### config.mk
export PLATFORM = sky130hd
export DESIGN_NAME = mss_scheduler
export DESIGN_NICKNAME = d
export VERILOG_FILES = /design/src/rtl/mss_pkg.sv /design/src/rtl/mss_scheduler.sv
export SDC_FILE = /design/constraint.sdc
export NUM_CORES = 1
export LEC_CHECK = 0
export BUFFER_PORTS_ARGS = -buffer_cell sky130_fd_sc_hd__buf_2
export CAP_MARGIN = 10
export CORE_ASPECT_RATIO = 0.5
export CORE_MARGIN = 2
export CORE_UTILIZATION = 40
export CTS_CLUSTER_DIAMETER = 120
export DETAILED_ROUTE_END_ITERATION = 6
export MAX_ROUTING_LAYER = met4
export PLACE_DENSITY_LB_ADDON = 0.3
export SYNTH_ARGS = -nofsm -noshare
export SYNTH_HDL_FRONTEND = slang
export SYNTH_HIERARCHICAL = 1
export SYNTH_SLANG_ARGS = --single-unit
### constraint.sdc
create_clock -name core_clk -period 4.76 [get_ports core_clk]
set_clock_uncertainty 0.2 [all_clocks]
set_input_delay 0.714 -clock core_clk [delete_from_list [all_inputs] [get_ports core_clk]]
set_output_delay 0.714 -clock core_clk [all_outputs]
set_load 0.01 [all_outputs]
### src/rtl/mss_pkg.sv
// Shared constants, helper functions and carrier types of the stream scheduler.
// Assumes a single 50 MHz core clock; rates are given in hertz or samples per second.
package mss_pkg;

    // Timing: the clock period in its own unit and the clock rate derived from it
    localparam int unsigned CLK_PERIOD_NS   = 20;
    localparam int unsigned CLK_HZ          = 1_000_000_000 / CLK_PERIOD_NS;

    // Default stream shape: about three clocks per sample and five channels
    localparam int unsigned SAMPLE_HZ_DEF   = 16_666_666;
    localparam int unsigned CHAN_TOTAL_DEF  = 5;
    localparam int unsigned DATA_W_DEF      = 16;
    localparam int unsigned FIFO_DEPTH_DEF  = 16;

    // The channel counter is always eight bits wide
    localparam int unsigned CHAN_W          = 8;
    localparam logic [7:0]  CHAN_RST        = 8'h00;

    // Folding factor: slots available per frame, at least one
    function automatic int unsigned fold_ratio(int unsigned clk_hz, int unsigned smp_hz);
        int unsigned r;
        r = clk_hz / smp_hz;
        return (r < 1) ? 1 : r;
    endfunction

    function automatic int unsigned ceil_div(int unsigned a, int unsigned b);
        return (a + b - 1) / b;
    endfunction

    // Control word that travels beside the lanes
    typedef struct packed {
        logic       valid;
        logic [7:0] channel;
    } mss_side_t;

    // Frame emitter state
    typedef enum logic [1:0] {
        MSS_ST_IDLE = 2'b00,
        MSS_ST_SEND = 2'b01
    } mss_state_t;

endpackage

### src/rtl/mss_scheduler.sv
// Multichannel stream scheduler: buffers per-channel sample groups and packs them
// onto parallel lanes with one shared valid flag and one shared channel counter.
// Assumes upstream writes sample groups in ascending channel order, one frame after
// another, and that the downstream stage expects the same lane and slot counts.
//
// Functional notes
// Equal rates: valid every clock, one-cycle frame
// Channel counter restarts at every frame start
// Slow single channel: valid low between samples
// Data and channel meaningless while valid low
// Channels in ascending consecutive slots, then idle
// Too many channels spread over parallel lanes
// Channels fill lanes in order, group by group
// One counter gives slot, not channel identity
// One valid covers all lanes; receiver discards empties
// Super-sample: several same-channel samples per clock
// Fold ratio is floor of rates, minimum one
// Lanes per channel is ceiling of rates
// Lane groups is ceiling of channels over fold
// Lane total is lanes per channel times groups
// Slots used per lane; counter runs below it
// Channels numbered zero to total minus one
// One parallel unit per vector element
// Narrower outputs multiplexed without external glue
// Merged streams regenerate valid and channel
// Consumer may select channels by counter decode
// Multichannel delays stretched by the channel total
// Eight-bit channel carried with the data
// Sender sends whole frames, pauses between them
// Both ends agree on lane and slot counts
// Unused slots invalid; counter wraps next frame
// Reset holds valid low, counter at zero
`timescale 1ns/10ps
`default_nettype none

module mss_fifo #(
    parameter int unsigned WIDTH = 16,
    parameter int unsigned DEPTH = 16
) (
    input  wire logic             core_clk,
    input  wire logic             nrst,
    input  wire logic             ce,
    input  wire logic             wr_valid,
    output logic                  wr_ready,
    input  wire logic [WIDTH-1:0] wr_data,
    output logic                  rd_valid,
    input  wire logic             rd_ready,
    output logic      [WIDTH-1:0] rd_data
);
    localparam int unsigned AW = (DEPTH > 1) ? $clog2(DEPTH) : 1;
    localparam int unsigned CW = $clog2(DEPTH + 1);

    logic [WIDTH-1:0] mem_q [DEPTH];
    logic [AW-1:0]    wr_ptr_q;
    logic [AW-1:0]    rd_ptr_q;
    logic [CW-1:0]    count_q;
    logic             push;
    logic             pop;

    assign wr_ready = (count_q != CW'(DEPTH));
    assign rd_valid = (count_q != '0);
    assign rd_data  = mem_q[rd_ptr_q];
    assign push     = ce && wr_valid && wr_ready;
    assign pop      = ce && rd_valid && rd_ready;

    // Storage has no reset; only the pointers and the count define what is held
    always_ff @(posedge core_clk) begin
        if (push) begin
            mem_q[wr_ptr_q] <= wr_data;
        end
    end

    always_ff @(posedge core_clk or negedge nrst) begin
        if (!nrst) begin
            wr_ptr_q <= '0;
            rd_ptr_q <= '0;
            count_q  <= '0;
        end else begin
            if (push) begin
                wr_ptr_q <= (wr_ptr_q == AW'(DEPTH - 1)) ? '0 : wr_ptr_q + 1'b1;
            end
            if (pop) begin
                rd_ptr_q <= (rd_ptr_q == AW'(DEPTH - 1)) ? '0 : rd_ptr_q + 1'b1;
            end
            if (push && !pop) begin
                count_q <= count_q + 1'b1;
            end else if (pop && !push) begin
                count_q <= count_q - 1'b1;
            end
        end
    end
endmodule // mss_fifo

module mss_scheduler #(
    parameter int unsigned DATA_W     = mss_pkg::DATA_W_DEF,
    parameter int unsigned CHAN_TOTAL = mss_pkg::CHAN_TOTAL_DEF,
    parameter int unsigned CLK_HZ     = mss_pkg::CLK_HZ,
    parameter int unsigned SAMPLE_HZ  = mss_pkg::SAMPLE_HZ_DEF,
    parameter int unsigned FIFO_DEPTH = mss_pkg::FIFO_DEPTH_DEF
) (
    input  wire logic                    core_clk,
    input  wire logic                    nrst,
    input  wire logic                    ce,
    input  wire logic                    in_valid,
    output logic                         in_ready,
    // Widths spelled out from the parameters, as the derived shape is declared below
    input  wire logic [mss_pkg::ceil_div(SAMPLE_HZ, CLK_HZ)*DATA_W-1:0] in_data,
    output mss_pkg::mss_side_t           out_side,
    output logic [mss_pkg::ceil_div(SAMPLE_HZ, CLK_HZ)
                  * mss_pkg::ceil_div(CHAN_TOTAL, mss_pkg::fold_ratio(CLK_HZ, SAMPLE_HZ))
                  * DATA_W-1:0]          out_lanes,
    output logic [7:0]                   lane_total,
    output logic [7:0]                   slots_used_per_lane
);
    // Stream shape derived once from the rates
    localparam int unsigned FOLD       = mss_pkg::fold_ratio(CLK_HZ, SAMPLE_HZ);
    localparam int unsigned LPC        = mss_pkg::ceil_div(SAMPLE_HZ, CLK_HZ);
    localparam int unsigned GROUPS     = mss_pkg::ceil_div(CHAN_TOTAL, FOLD);
    localparam int unsigned LANE_TOTAL = LPC * GROUPS;
    localparam int unsigned SLOTS      = mss_pkg::ceil_div(CHAN_TOTAL, GROUPS);
    localparam int unsigned GRP_W      = LPC * DATA_W;
    localparam int unsigned SLOT_W     = (FOLD > 1) ? $clog2(FOLD) : 1;
    localparam int unsigned LOAD_W     = $clog2(CHAN_TOTAL + 1);
    localparam int unsigned CW         = mss_pkg::CHAN_W;

    logic [GRP_W-1:0]        fifo_data;
    logic                    fifo_valid;
    logic                    fifo_ready;
    logic                    pop;
    logic                    last_slot;
    logic                    take;
    logic [GRP_W-1:0]        load_mem_q [CHAN_TOTAL];
    logic [GRP_W-1:0]        emit_mem_q [CHAN_TOTAL];
    logic [LOAD_W-1:0]       load_cnt_q;
    logic [SLOT_W-1:0]       slot_q;
    mss_pkg::mss_state_t     state_q;
    mss_pkg::mss_side_t      side_d;
    logic [LANE_TOTAL*DATA_W-1:0] lanes_d;

    // The FIFO absorbs bursts; a full frame buffer stalls it and thus the source
    mss_fifo #(
        .WIDTH (GRP_W),
        .DEPTH (FIFO_DEPTH)
    ) u_fifo (
        .core_clk (core_clk),
        .nrst     (nrst),
        .ce       (ce),
        .wr_valid (in_valid),
        .wr_ready (in_ready),
        .wr_data  (in_data),
        .rd_valid (fifo_valid),
        .rd_ready (fifo_ready),
        .rd_data  (fifo_data)
    );

    assign lane_total          = 8'(LANE_TOTAL);
    assign slots_used_per_lane = 8'(SLOTS);
    assign last_slot           = (slot_q == SLOT_W'(FOLD - 1));
    // A frame is released only when every channel is held, so lanes never mix frames
    assign take       = ce && last_slot && (load_cnt_q == LOAD_W'(CHAN_TOTAL));
    assign fifo_ready = (load_cnt_q != LOAD_W'(CHAN_TOTAL)) || take;
    assign pop        = ce && fifo_valid && fifo_ready;

    // Loader: channel groups land at their own index, channel 0 first
    always_ff @(posedge core_clk) begin
        if (pop) begin
            load_mem_q[take ? '0 : load_cnt_q] <= fifo_data;
        end
        if (take) begin
            emit_mem_q <= load_mem_q;
        end
    end

    always_ff @(posedge core_clk or negedge nrst) begin
        if (!nrst) begin
            load_cnt_q <= '0;
        end else if (take) begin
            load_cnt_q <= pop ? LOAD_W'(1) : '0;
        end else if (pop) begin
            load_cnt_q <= load_cnt_q + 1'b1;
        end
    end

    // Frame timer: free-running slot count over the folding factor
    always_ff @(posedge core_clk or negedge nrst) begin
        if (!nrst) begin
            slot_q <= '0;
        end else if (ce) begin
            slot_q <= last_slot ? '0 : slot_q + 1'b1;
        end
    end

    // Emitter sends a frame only if one was taken at the previous frame boundary
    always_ff @(posedge core_clk or negedge nrst) begin
        if (!nrst) begin
            state_q <= mss_pkg::MSS_ST_IDLE;
        end else if (ce && last_slot) begin
            case (state_q)
                mss_pkg::MSS_ST_IDLE: state_q <= take ? mss_pkg::MSS_ST_SEND
                                                      : mss_pkg::MSS_ST_IDLE;
                mss_pkg::MSS_ST_SEND: state_q <= take ? mss_pkg::MSS_ST_SEND
                                                      : mss_pkg::MSS_ST_IDLE;
                default:              state_q <= mss_pkg::MSS_ST_IDLE;
            endcase
        end
    end

    // Shared valid and slot counter; unused slots carry zero and stay invalid
    always_comb begin
        side_d         = '0;
        side_d.valid   = (state_q == mss_pkg::MSS_ST_SEND) && (int'(slot_q) < SLOTS);
        side_d.channel = side_d.valid ? CW'(slot_q) : mss_pkg::CHAN_RST;
    end

    // One selector per lane: group g, sub-lane k shows channel g*SLOTS+slot
    for (genvar g = 0; g < GROUPS; g++) begin : g_group
        for (genvar k = 0; k < LPC; k++) begin : g_sub
            always_comb begin
                int unsigned ch;
                ch = g * SLOTS + int'(slot_q);
                lanes_d[(g*LPC+k)*DATA_W +: DATA_W] = '0;
                if (ch < CHAN_TOTAL) begin
                    lanes_d[(g*LPC+k)*DATA_W +: DATA_W] =
                        emit_mem_q[ch][k*DATA_W +: DATA_W];
                end
            end
        end
    end
    // Each lane is its own parallel unit and lane muxing stays inside the block  // R17
    // so a narrower output needs no outer glue                                   // R18

    // Registered outputs; valid and channel are rebuilt here from the counter   // R19
    always_ff @(posedge core_clk or negedge nrst) begin
        if (!nrst) begin
            out_side <= '0;
        end else if (ce) begin
            out_side <= side_d;
        end
    end

    always_ff @(posedge core_clk or negedge nrst) begin
        if (!nrst) begin
            out_lanes <= '0;
        end else if (ce) begin
            out_lanes <= lanes_d;
        end
    end

    if (GROUPS > 1) begin : g_spread_chk

    end
endmodule // mss_scheduler

`default_nettype wire

# After elaboration in Yosys (flattened, before gate mapping)
# Memory sizes are Yosys's and may differ from the RTL's.
# Index checks and enable logic that the tools add are counted.
# word_totals
register_bits,221
latch_bits,0
elab_cells,87
inputBits,20
ramBits,256
rom_bits,0
mem_count,1
out_inout_bits,58
# mem_list
memory,words,width,rd,rd_clocked_by_memory_dff,write_ports,line_no,rtl
u_fifo.mem_q,16,16,1,0,1,mss_scheduler.sv:53,logic [WIDTH-1:0] mem_q [DEPTH];
# op_classes
bitwise_logic,3
n_eq_ne,7
n_reduce_logical,18
n_lt_le_gt_ge,7
mux,25
div,0
shifts,0
add_sub_neg,7
mul,0
# ops
op,count
two-way mux 16 bit,7
binary-select mux 16 bit (select 3 bit),2
bitwise mux 80 bit,1
>= comparator 33 x 4 -> 1 bit (second input constant),2
demux 16 bit (select 3 bit),1
NOT 2 -> 33 bit,1
NOT 3 -> 33 bit,1
logical AND 1 bit,10
two-way mux 5 bit,2
two-way mux 3 bit,3
adder 4 x 1 -> 4 bit (second input constant),2
== test 4 bit (second input constant),2
two-way mux 4 bit,2
adder 5 x 1 -> 5 bit (second input constant),1
two-way mux 1 bit,5
inequality test 5 bit (second input constant),1
nonzero test 5 bit,1
subtractor 5 x 1 -> 5 bit (second input constant),1
>= comparator 4 bit (second input constant),1
less-than comparator 4 x 1 -> 1 bit (second input constant),1
two-way mux 2 bit,2
NOT 3 -> 4 bit,1
nonzero test 2 bit,2
adder 2 x 2 -> 3 bit (first input constant),1
13 further kinds,14

# Longest topological paths before layout
# depth
ltp_word,10
ltp_mapped,14
mapped_depth_nobuf,12

# Modules after synthesis
# The synthesis kept the hierarchy.
# by_module_without_submodules
module,instances,area_per_inst_um2,seq_area_each_um2,cells_per_inst
mss_fifo,1,10660.2,8012.7,526
mss_scheduler,1,7662.3,5830.6,371

# Least setup slack after synthesis
# No wires, ideal clock.
# synth_timing
kind,input to register
from,input ce
to,register emit_mem_q[0] in the netlist's numbering (enable)
setup_slack_ps,1221
n_path_buf,2
t_arrival_ps,2905
path_stages,4
t_required_ps,4125
cell_sequence,buf_2 > buf_2 > nand4_1 > inv_1
# synth_between
elab_chain_cells,2
# synth_rtl
item,line_no,rtl
"start, declared",mss_scheduler.sv:103,"input wire logic ce,"
logical AND 1 bit (2 in a row),mss_scheduler.sv:160,assign take = ce && last_slot && (load_cnt_q == LOAD_W'(CHAN_TOTAL));
net take,mss_scheduler.sv:131,logic take;
"end signal, assigned",mss_scheduler.sv:170,emit_mem_q <= load_mem_q;
"end, declared",mss_scheduler.sv:133,logic [GRP_W-1:0] emit_mem_q [CHAN_TOTAL];
# The timed path passes the listed nets, and every way through them passes these cells.
# A chain may end at the register's enable or synchronous reset.

# Worst setup path after layout
# layout_timing
from,register slot_q[1]
to,register u_fifo.count_q[4]
# layout_between
elab_chain_cells,8
word_cells_on_any_way,10
# layout_rtl
item,line_no,rtl
"start, declared",mss_scheduler.sv:135,logic [SLOT_W-1:0] slot_q;
"start signal, assigned",mss_scheduler.sv:189,slot_q <= last_slot ? '0 : slot_q + 1'b1;
== test 2 bit *,mss_scheduler.sv:158,assign last_slot = (slot_q == SLOT_W'(FOLD - 1));
logical AND 1 bit * (2 in a row),mss_scheduler.sv:160,
logical OR 1 bit *,mss_scheduler.sv:161,assign fifo_ready = (load_cnt_q != LOAD_W'(CHAN_TOTAL)) || take;
net fifo_ready,mss_scheduler.sv:128,logic fifo_ready;
logical AND 1 bit *,mss_scheduler.sv:64,assign pop = ce && rd_valid && rd_ready;
zero test 1 bit,mss_scheduler.sv:85,if (push && !pop) begin
logical AND 1 bit,mss_scheduler.sv:85,
two-way mux 5 bit or nonzero test 2 bit (tied branches),n/a,
"end signal, assigned",mss_scheduler.sv:86,count_q <= count_q + 1'b1;
"end signal, assigned",mss_scheduler.sv:88,count_q <= count_q - 1'b1;
"end, declared",mss_scheduler.sv:56,logic [CW-1:0] count_q;
# The timed path passes the listed nets; every way through them passes the cells marked *.

==> results <==
- The fraction of final layout cells sized beyond drive strength 1 is 24.3%.
- The internal power component is 8.74 mW.
- The number of global-route vias before repair is 9077.
- The TritonCTS clock tree is done.
- Setup repair after global routing left no endpoint under its margin.
- Of the total power, the clock network draws 30.3%.
- The depth of the critical timing path with buffers and inverters included is 11.
- Dividing total power by cell area gives a power density of 591 mW/mm2.
- The sequential cell fraction of total power is 44.9%.
- Buffers inserted to repair hold after CTS numbered 1.
- Setup violations remaining at the end of the flow were counted as 0.
- The endpoint arrival time on the critical path is 3.89 ns.
- The slack of the worst reg-to-reg path is 1.14 ns.
- The worst-case IR drop observed on VDD is 0.000306 V.
- In this design, the largest share of critical-path delay is due to flip-flops.
- Entering global routing, the biggest net connects 51 pins.
- The worst path uses 76.1% of the clock period.
- The total negative setup slack is 0 ns.
- The worst register-to-register path has a depth of 11.
- The final HPWL from detailed placement is 22400 um.
- The via density per instance is 5.39.
- The critical path start-end classification is reg2reg.
- Once placement completed, the tool counted placed cells totaling 1539.
- The initial antenna violation count is 0.
- The largest total area in the synthesized netlist belongs to sky130_fd_sc_hd__edfxtp_1.
- The fraction of power spent switching nets is 29.3%.
- In the global route stage, overall resource usage came out at 16.5%.
- The area enclosed by the die boundary is 0.0476 mm2.
- By instance count, the cell type seen most on the critical path is sky130_fd_sc_hd__ha_1.
- In this run the critical register-to-register path is launched from slot_q[1].
- Clock latency on the worst-skew pair, taken at its later pin, is 0.56 ns.
- The number of buffers and inverters on the critical path is 1.
- The depth of the CTS H-tree is 2.
- The start point of the critical path is slot_q[1].
- At the pin with the least slew margin, the transition time is 1.12 ns.
- 0 antenna diodes ended up in the layout.
- The static leakage is 7.16 nW.
- After synthesis, the largest area contributor takes up 68.2% of total cell area.
- The most used flip-flop cell after synthesis is sky130_fd_sc_hd__edfxtp_1.
- For this run, design rule violations remaining after detail routing come to 0.
- The final number of max-transition violations is 0.
- The count of yosys warnings during synthesis is 6.
- Input and output buffers added on the ports amount to 55.
- The die is 307 um wide.
- The cell area after synthesis is 0.0183 mm2.
- The worst register-to-register path ends at u_fifo/count_q[4].
- The maximum number of buffers from clock root to sink is 3.
- Global routing finished with a remaining overflow of 0.
- Of all nets on the critical path, the largest fanout is 21.
- The switching power is 3.62 mW.
- The achievable clock frequency is 276 MHz.
- After layout, the design draws a total of 12.4 mW.
- The mean cell area of the mapped netlist is 20.4 um2.
- The clock buffer count from CTS is 44.
- The synthesized instance count is 897.
- The initial core utilization is 40.5%.
- The via count of the routed design is 8730.
- The fraction of the yosys area taken by sequential cells is 75.6%.
- After clock tree synthesis, the clock-pin slew on the worst setup and hold paths is 0.06 ns.
- The first-pass GRT wire length is 57000 um.
- Of all flip-flops after synthesis, the portion carrying an async set or reset was 11.5%.
- The congestion estimate from routability-driven global placement came to 0.829.
- In the synthesized netlist, the cells that appear most often are sky130_fd_sc_hd__edfxtp_1, sky130_fd_sc_hd__mux4_2, sky130_fd_sc_hd__dfrtp_1, sky130_fd_sc_hd__mux2i_1.
- The first routing iteration left 731 violations.
- The cell with the most instances after synthesis is sky130_fd_sc_hd__edfxtp_1.
- The core region is 0.0452 mm2.
- The end point of the critical path is u_fifo/count_q[4].
- For the worst setup path, the data required time is 5.03 ns.
- The number of max-capacitance violations reported is 0.
- The netlist uses 46 different library cells.
- On the critical path, the stage with the largest delay is an instance of sky130_fd_sc_hd__dfrtp_1.
- Ranked by total cell area, the synthesized netlist is headed by sky130_fd_sc_hd__edfxtp_1, sky130_fd_sc_hd__dfrtp_1, sky130_fd_sc_hd__mux4_2, sky130_fd_sc_hd__mux4_1, sky130_fd_sc_hd__mux2i_1.
- The first TritonRoute pass finished after 5 iterations.
- The flip-flop and latch count after synthesis is 470.
- Leaving out filler cells and counting taps, the final layout contains 1621.
- The run finished with clean final reports.
- The count of clock tree sinks is 470.
- For this run, the post-layout net count is 1025.
- The worst setup path is captured at a flip-flop.
- The path category of the worst min-delay check is reg2reg.
- The worst setup path is launched from a flip-flop.
- The average wire length per cell after detail routing is 23.3 um.
- The share of total power in combinational logic is 24.8%.
- The number of nets still failing antenna checks after routing is 0.
- The number of ports placed on the die boundary is 78.
- For this run, the slowest stage of the critical path takes 1.03 ns.
- The area added between synthesis and finish is 14.1%.
- The number of cell rows is 55.
- The synthesized design contains 416 enable-type register cells.
- The time the worst path needs with I/O delays and setup is 3.62 ns.
- The final hold violation count was 0.
- The tree is rooted in a sky130_fd_sc_hd__clkbuf_16.
- The routed wire length is 37700 um.
- The post-cts gate resize count is 0.
- In this run the tightest slew margin relative to its limit is 25.2%.
- The vertical die dimension is 155 um.
- Once the clock tree was built, the setup fixing pass inserted 0 buffers.
- Walking the worst path, the cells encountered are ha_1, nand2_1, nand3_1, nand3_1, ha_1, inv_1, ha_1, a21o_1, a21oi_1, mux2i_1, xnor2_1.
==> worst reg2reg max path, cell delays in order, from the launching register on <==
cell                      delay, ns
sky130_fd_sc_hd__dfrtp_1       1.03
sky130_fd_sc_hd__ha_1          0.35
sky130_fd_sc_hd__nand2_1       0.09
sky130_fd_sc_hd__nand3_1       0.18
sky130_fd_sc_hd__nand3_1       0.16
sky130_fd_sc_hd__ha_1          0.29
sky130_fd_sc_hd__inv_1         0.17
sky130_fd_sc_hd__ha_1          0.30
sky130_fd_sc_hd__a21o_1        0.19
sky130_fd_sc_hd__a21oi_1       0.19
sky130_fd_sc_hd__mux2i_1       0.25
sky130_fd_sc_hd__xnor2_1       0.14
==> layout by cell type, fill, tap and decap left out, types with 17 or more instances in the layout <==
cell,count
sky130_fd_sc_hd__mux2i_1,51
sky130_fd_sc_hd__clkbuf_16,46
sky130_fd_sc_hd__buf_2,55
sky130_fd_sc_hd__dfrtp_1,51
sky130_fd_sc_hd__edfxtp_1,416
sky130_fd_sc_hd__conb_1,22
sky130_fd_sc_hd__buf_4,34
sky130_fd_sc_hd__mux2_2,19
sky130_fd_sc_hd__nor2b_1,17
sky130_fd_sc_hd__nand2_1,22
sky130_fd_sc_hd__mux4_2,55
sky130_fd_sc_hd__mux4_1,25
==> stage by stage <==
step / hold slack (ns) / area (um2) / util [%] / setup WS [ns]
after global placement: 0.201 / 19300 / 42.7 / 1.23
after floorplan: 0.200 / 18400 / - / 1.22
final: 0.214 / 20900 / 46.2 / 1.14
after CTS: 0.215 / 20900 / 46.2 / 1.11
after detailed placement: 0.205 / 19300 / 42.7 / 1.15
after global routing: 0.219 / 20900 / 46.2 / 0.912
==> routing by layer <==
layer  GRT usage, %  wire length [um]
met1           21.4             16300
met2           27.4             18900
met3           2.94              1720
met4           4.04               775
met5              -                 0
==> power by group through the flow <==
stage               Combinational, mW  Sequential (mW)  Clock [mW]
floorplan                        2.20             5.48           0
global placement                 3.04             5.61           0
detailed placement               3.10             5.64           0
CTS                              3.11             5.56        3.84
global route                     3.32             5.60        4.00
finish                           3.06             5.55        3.75
==> worst min path at each step <==
stage,startpoint,endpoint,depth (start not counted)
final,load_mem_q[24],emit_mem_q[24],0
after global routing,load_mem_q[10],emit_mem_q[10],0
after CTS,load_mem_q[24],emit_mem_q[24],0
after detailed placement,load_mem_q[0],emit_mem_q[0],0
after global placement,load_mem_q[56],emit_mem_q[56],0
after floorplan,load_mem_q[0],emit_mem_q[0],0
==> cell families after synthesis <==
family	Yosys count	share of synthesized area [%]
AOI/OAI and AO/OA	87	3.50
xor gates and xnor gates	7	0.335
adders and majority gates	17	1.20
buffers and inverters	80	2.66
DFF	470	75.6
muxes	150	14.3
other	2	0.0410
and+or+nand+nor	84	2.42
==> final cells by class <==
class                      instances  area (um2)
multi-input combinational        367        4110
tap                              598         748
inverter                          13        48.8
timing repair buffer              92         581
fill                            3712       24300
sequential                       470       13800
clock inverter                    25         338
clock buffer                      56        1230
==> flip-flops by register name (all words and copies together), names as in the netlist <==
name and count:
load_mem_q 80, state_q 1, load_cnt_q 3, slot_q 2, u_fifo/rd_ptr_q 4, u_fifo/mem_q 256
out_side 3, u_fifo/count_q 5, emit_mem_q 80, u_fifo/wr_ptr_q 4, out_lanes 32
(Power assumes the default switching activity.)
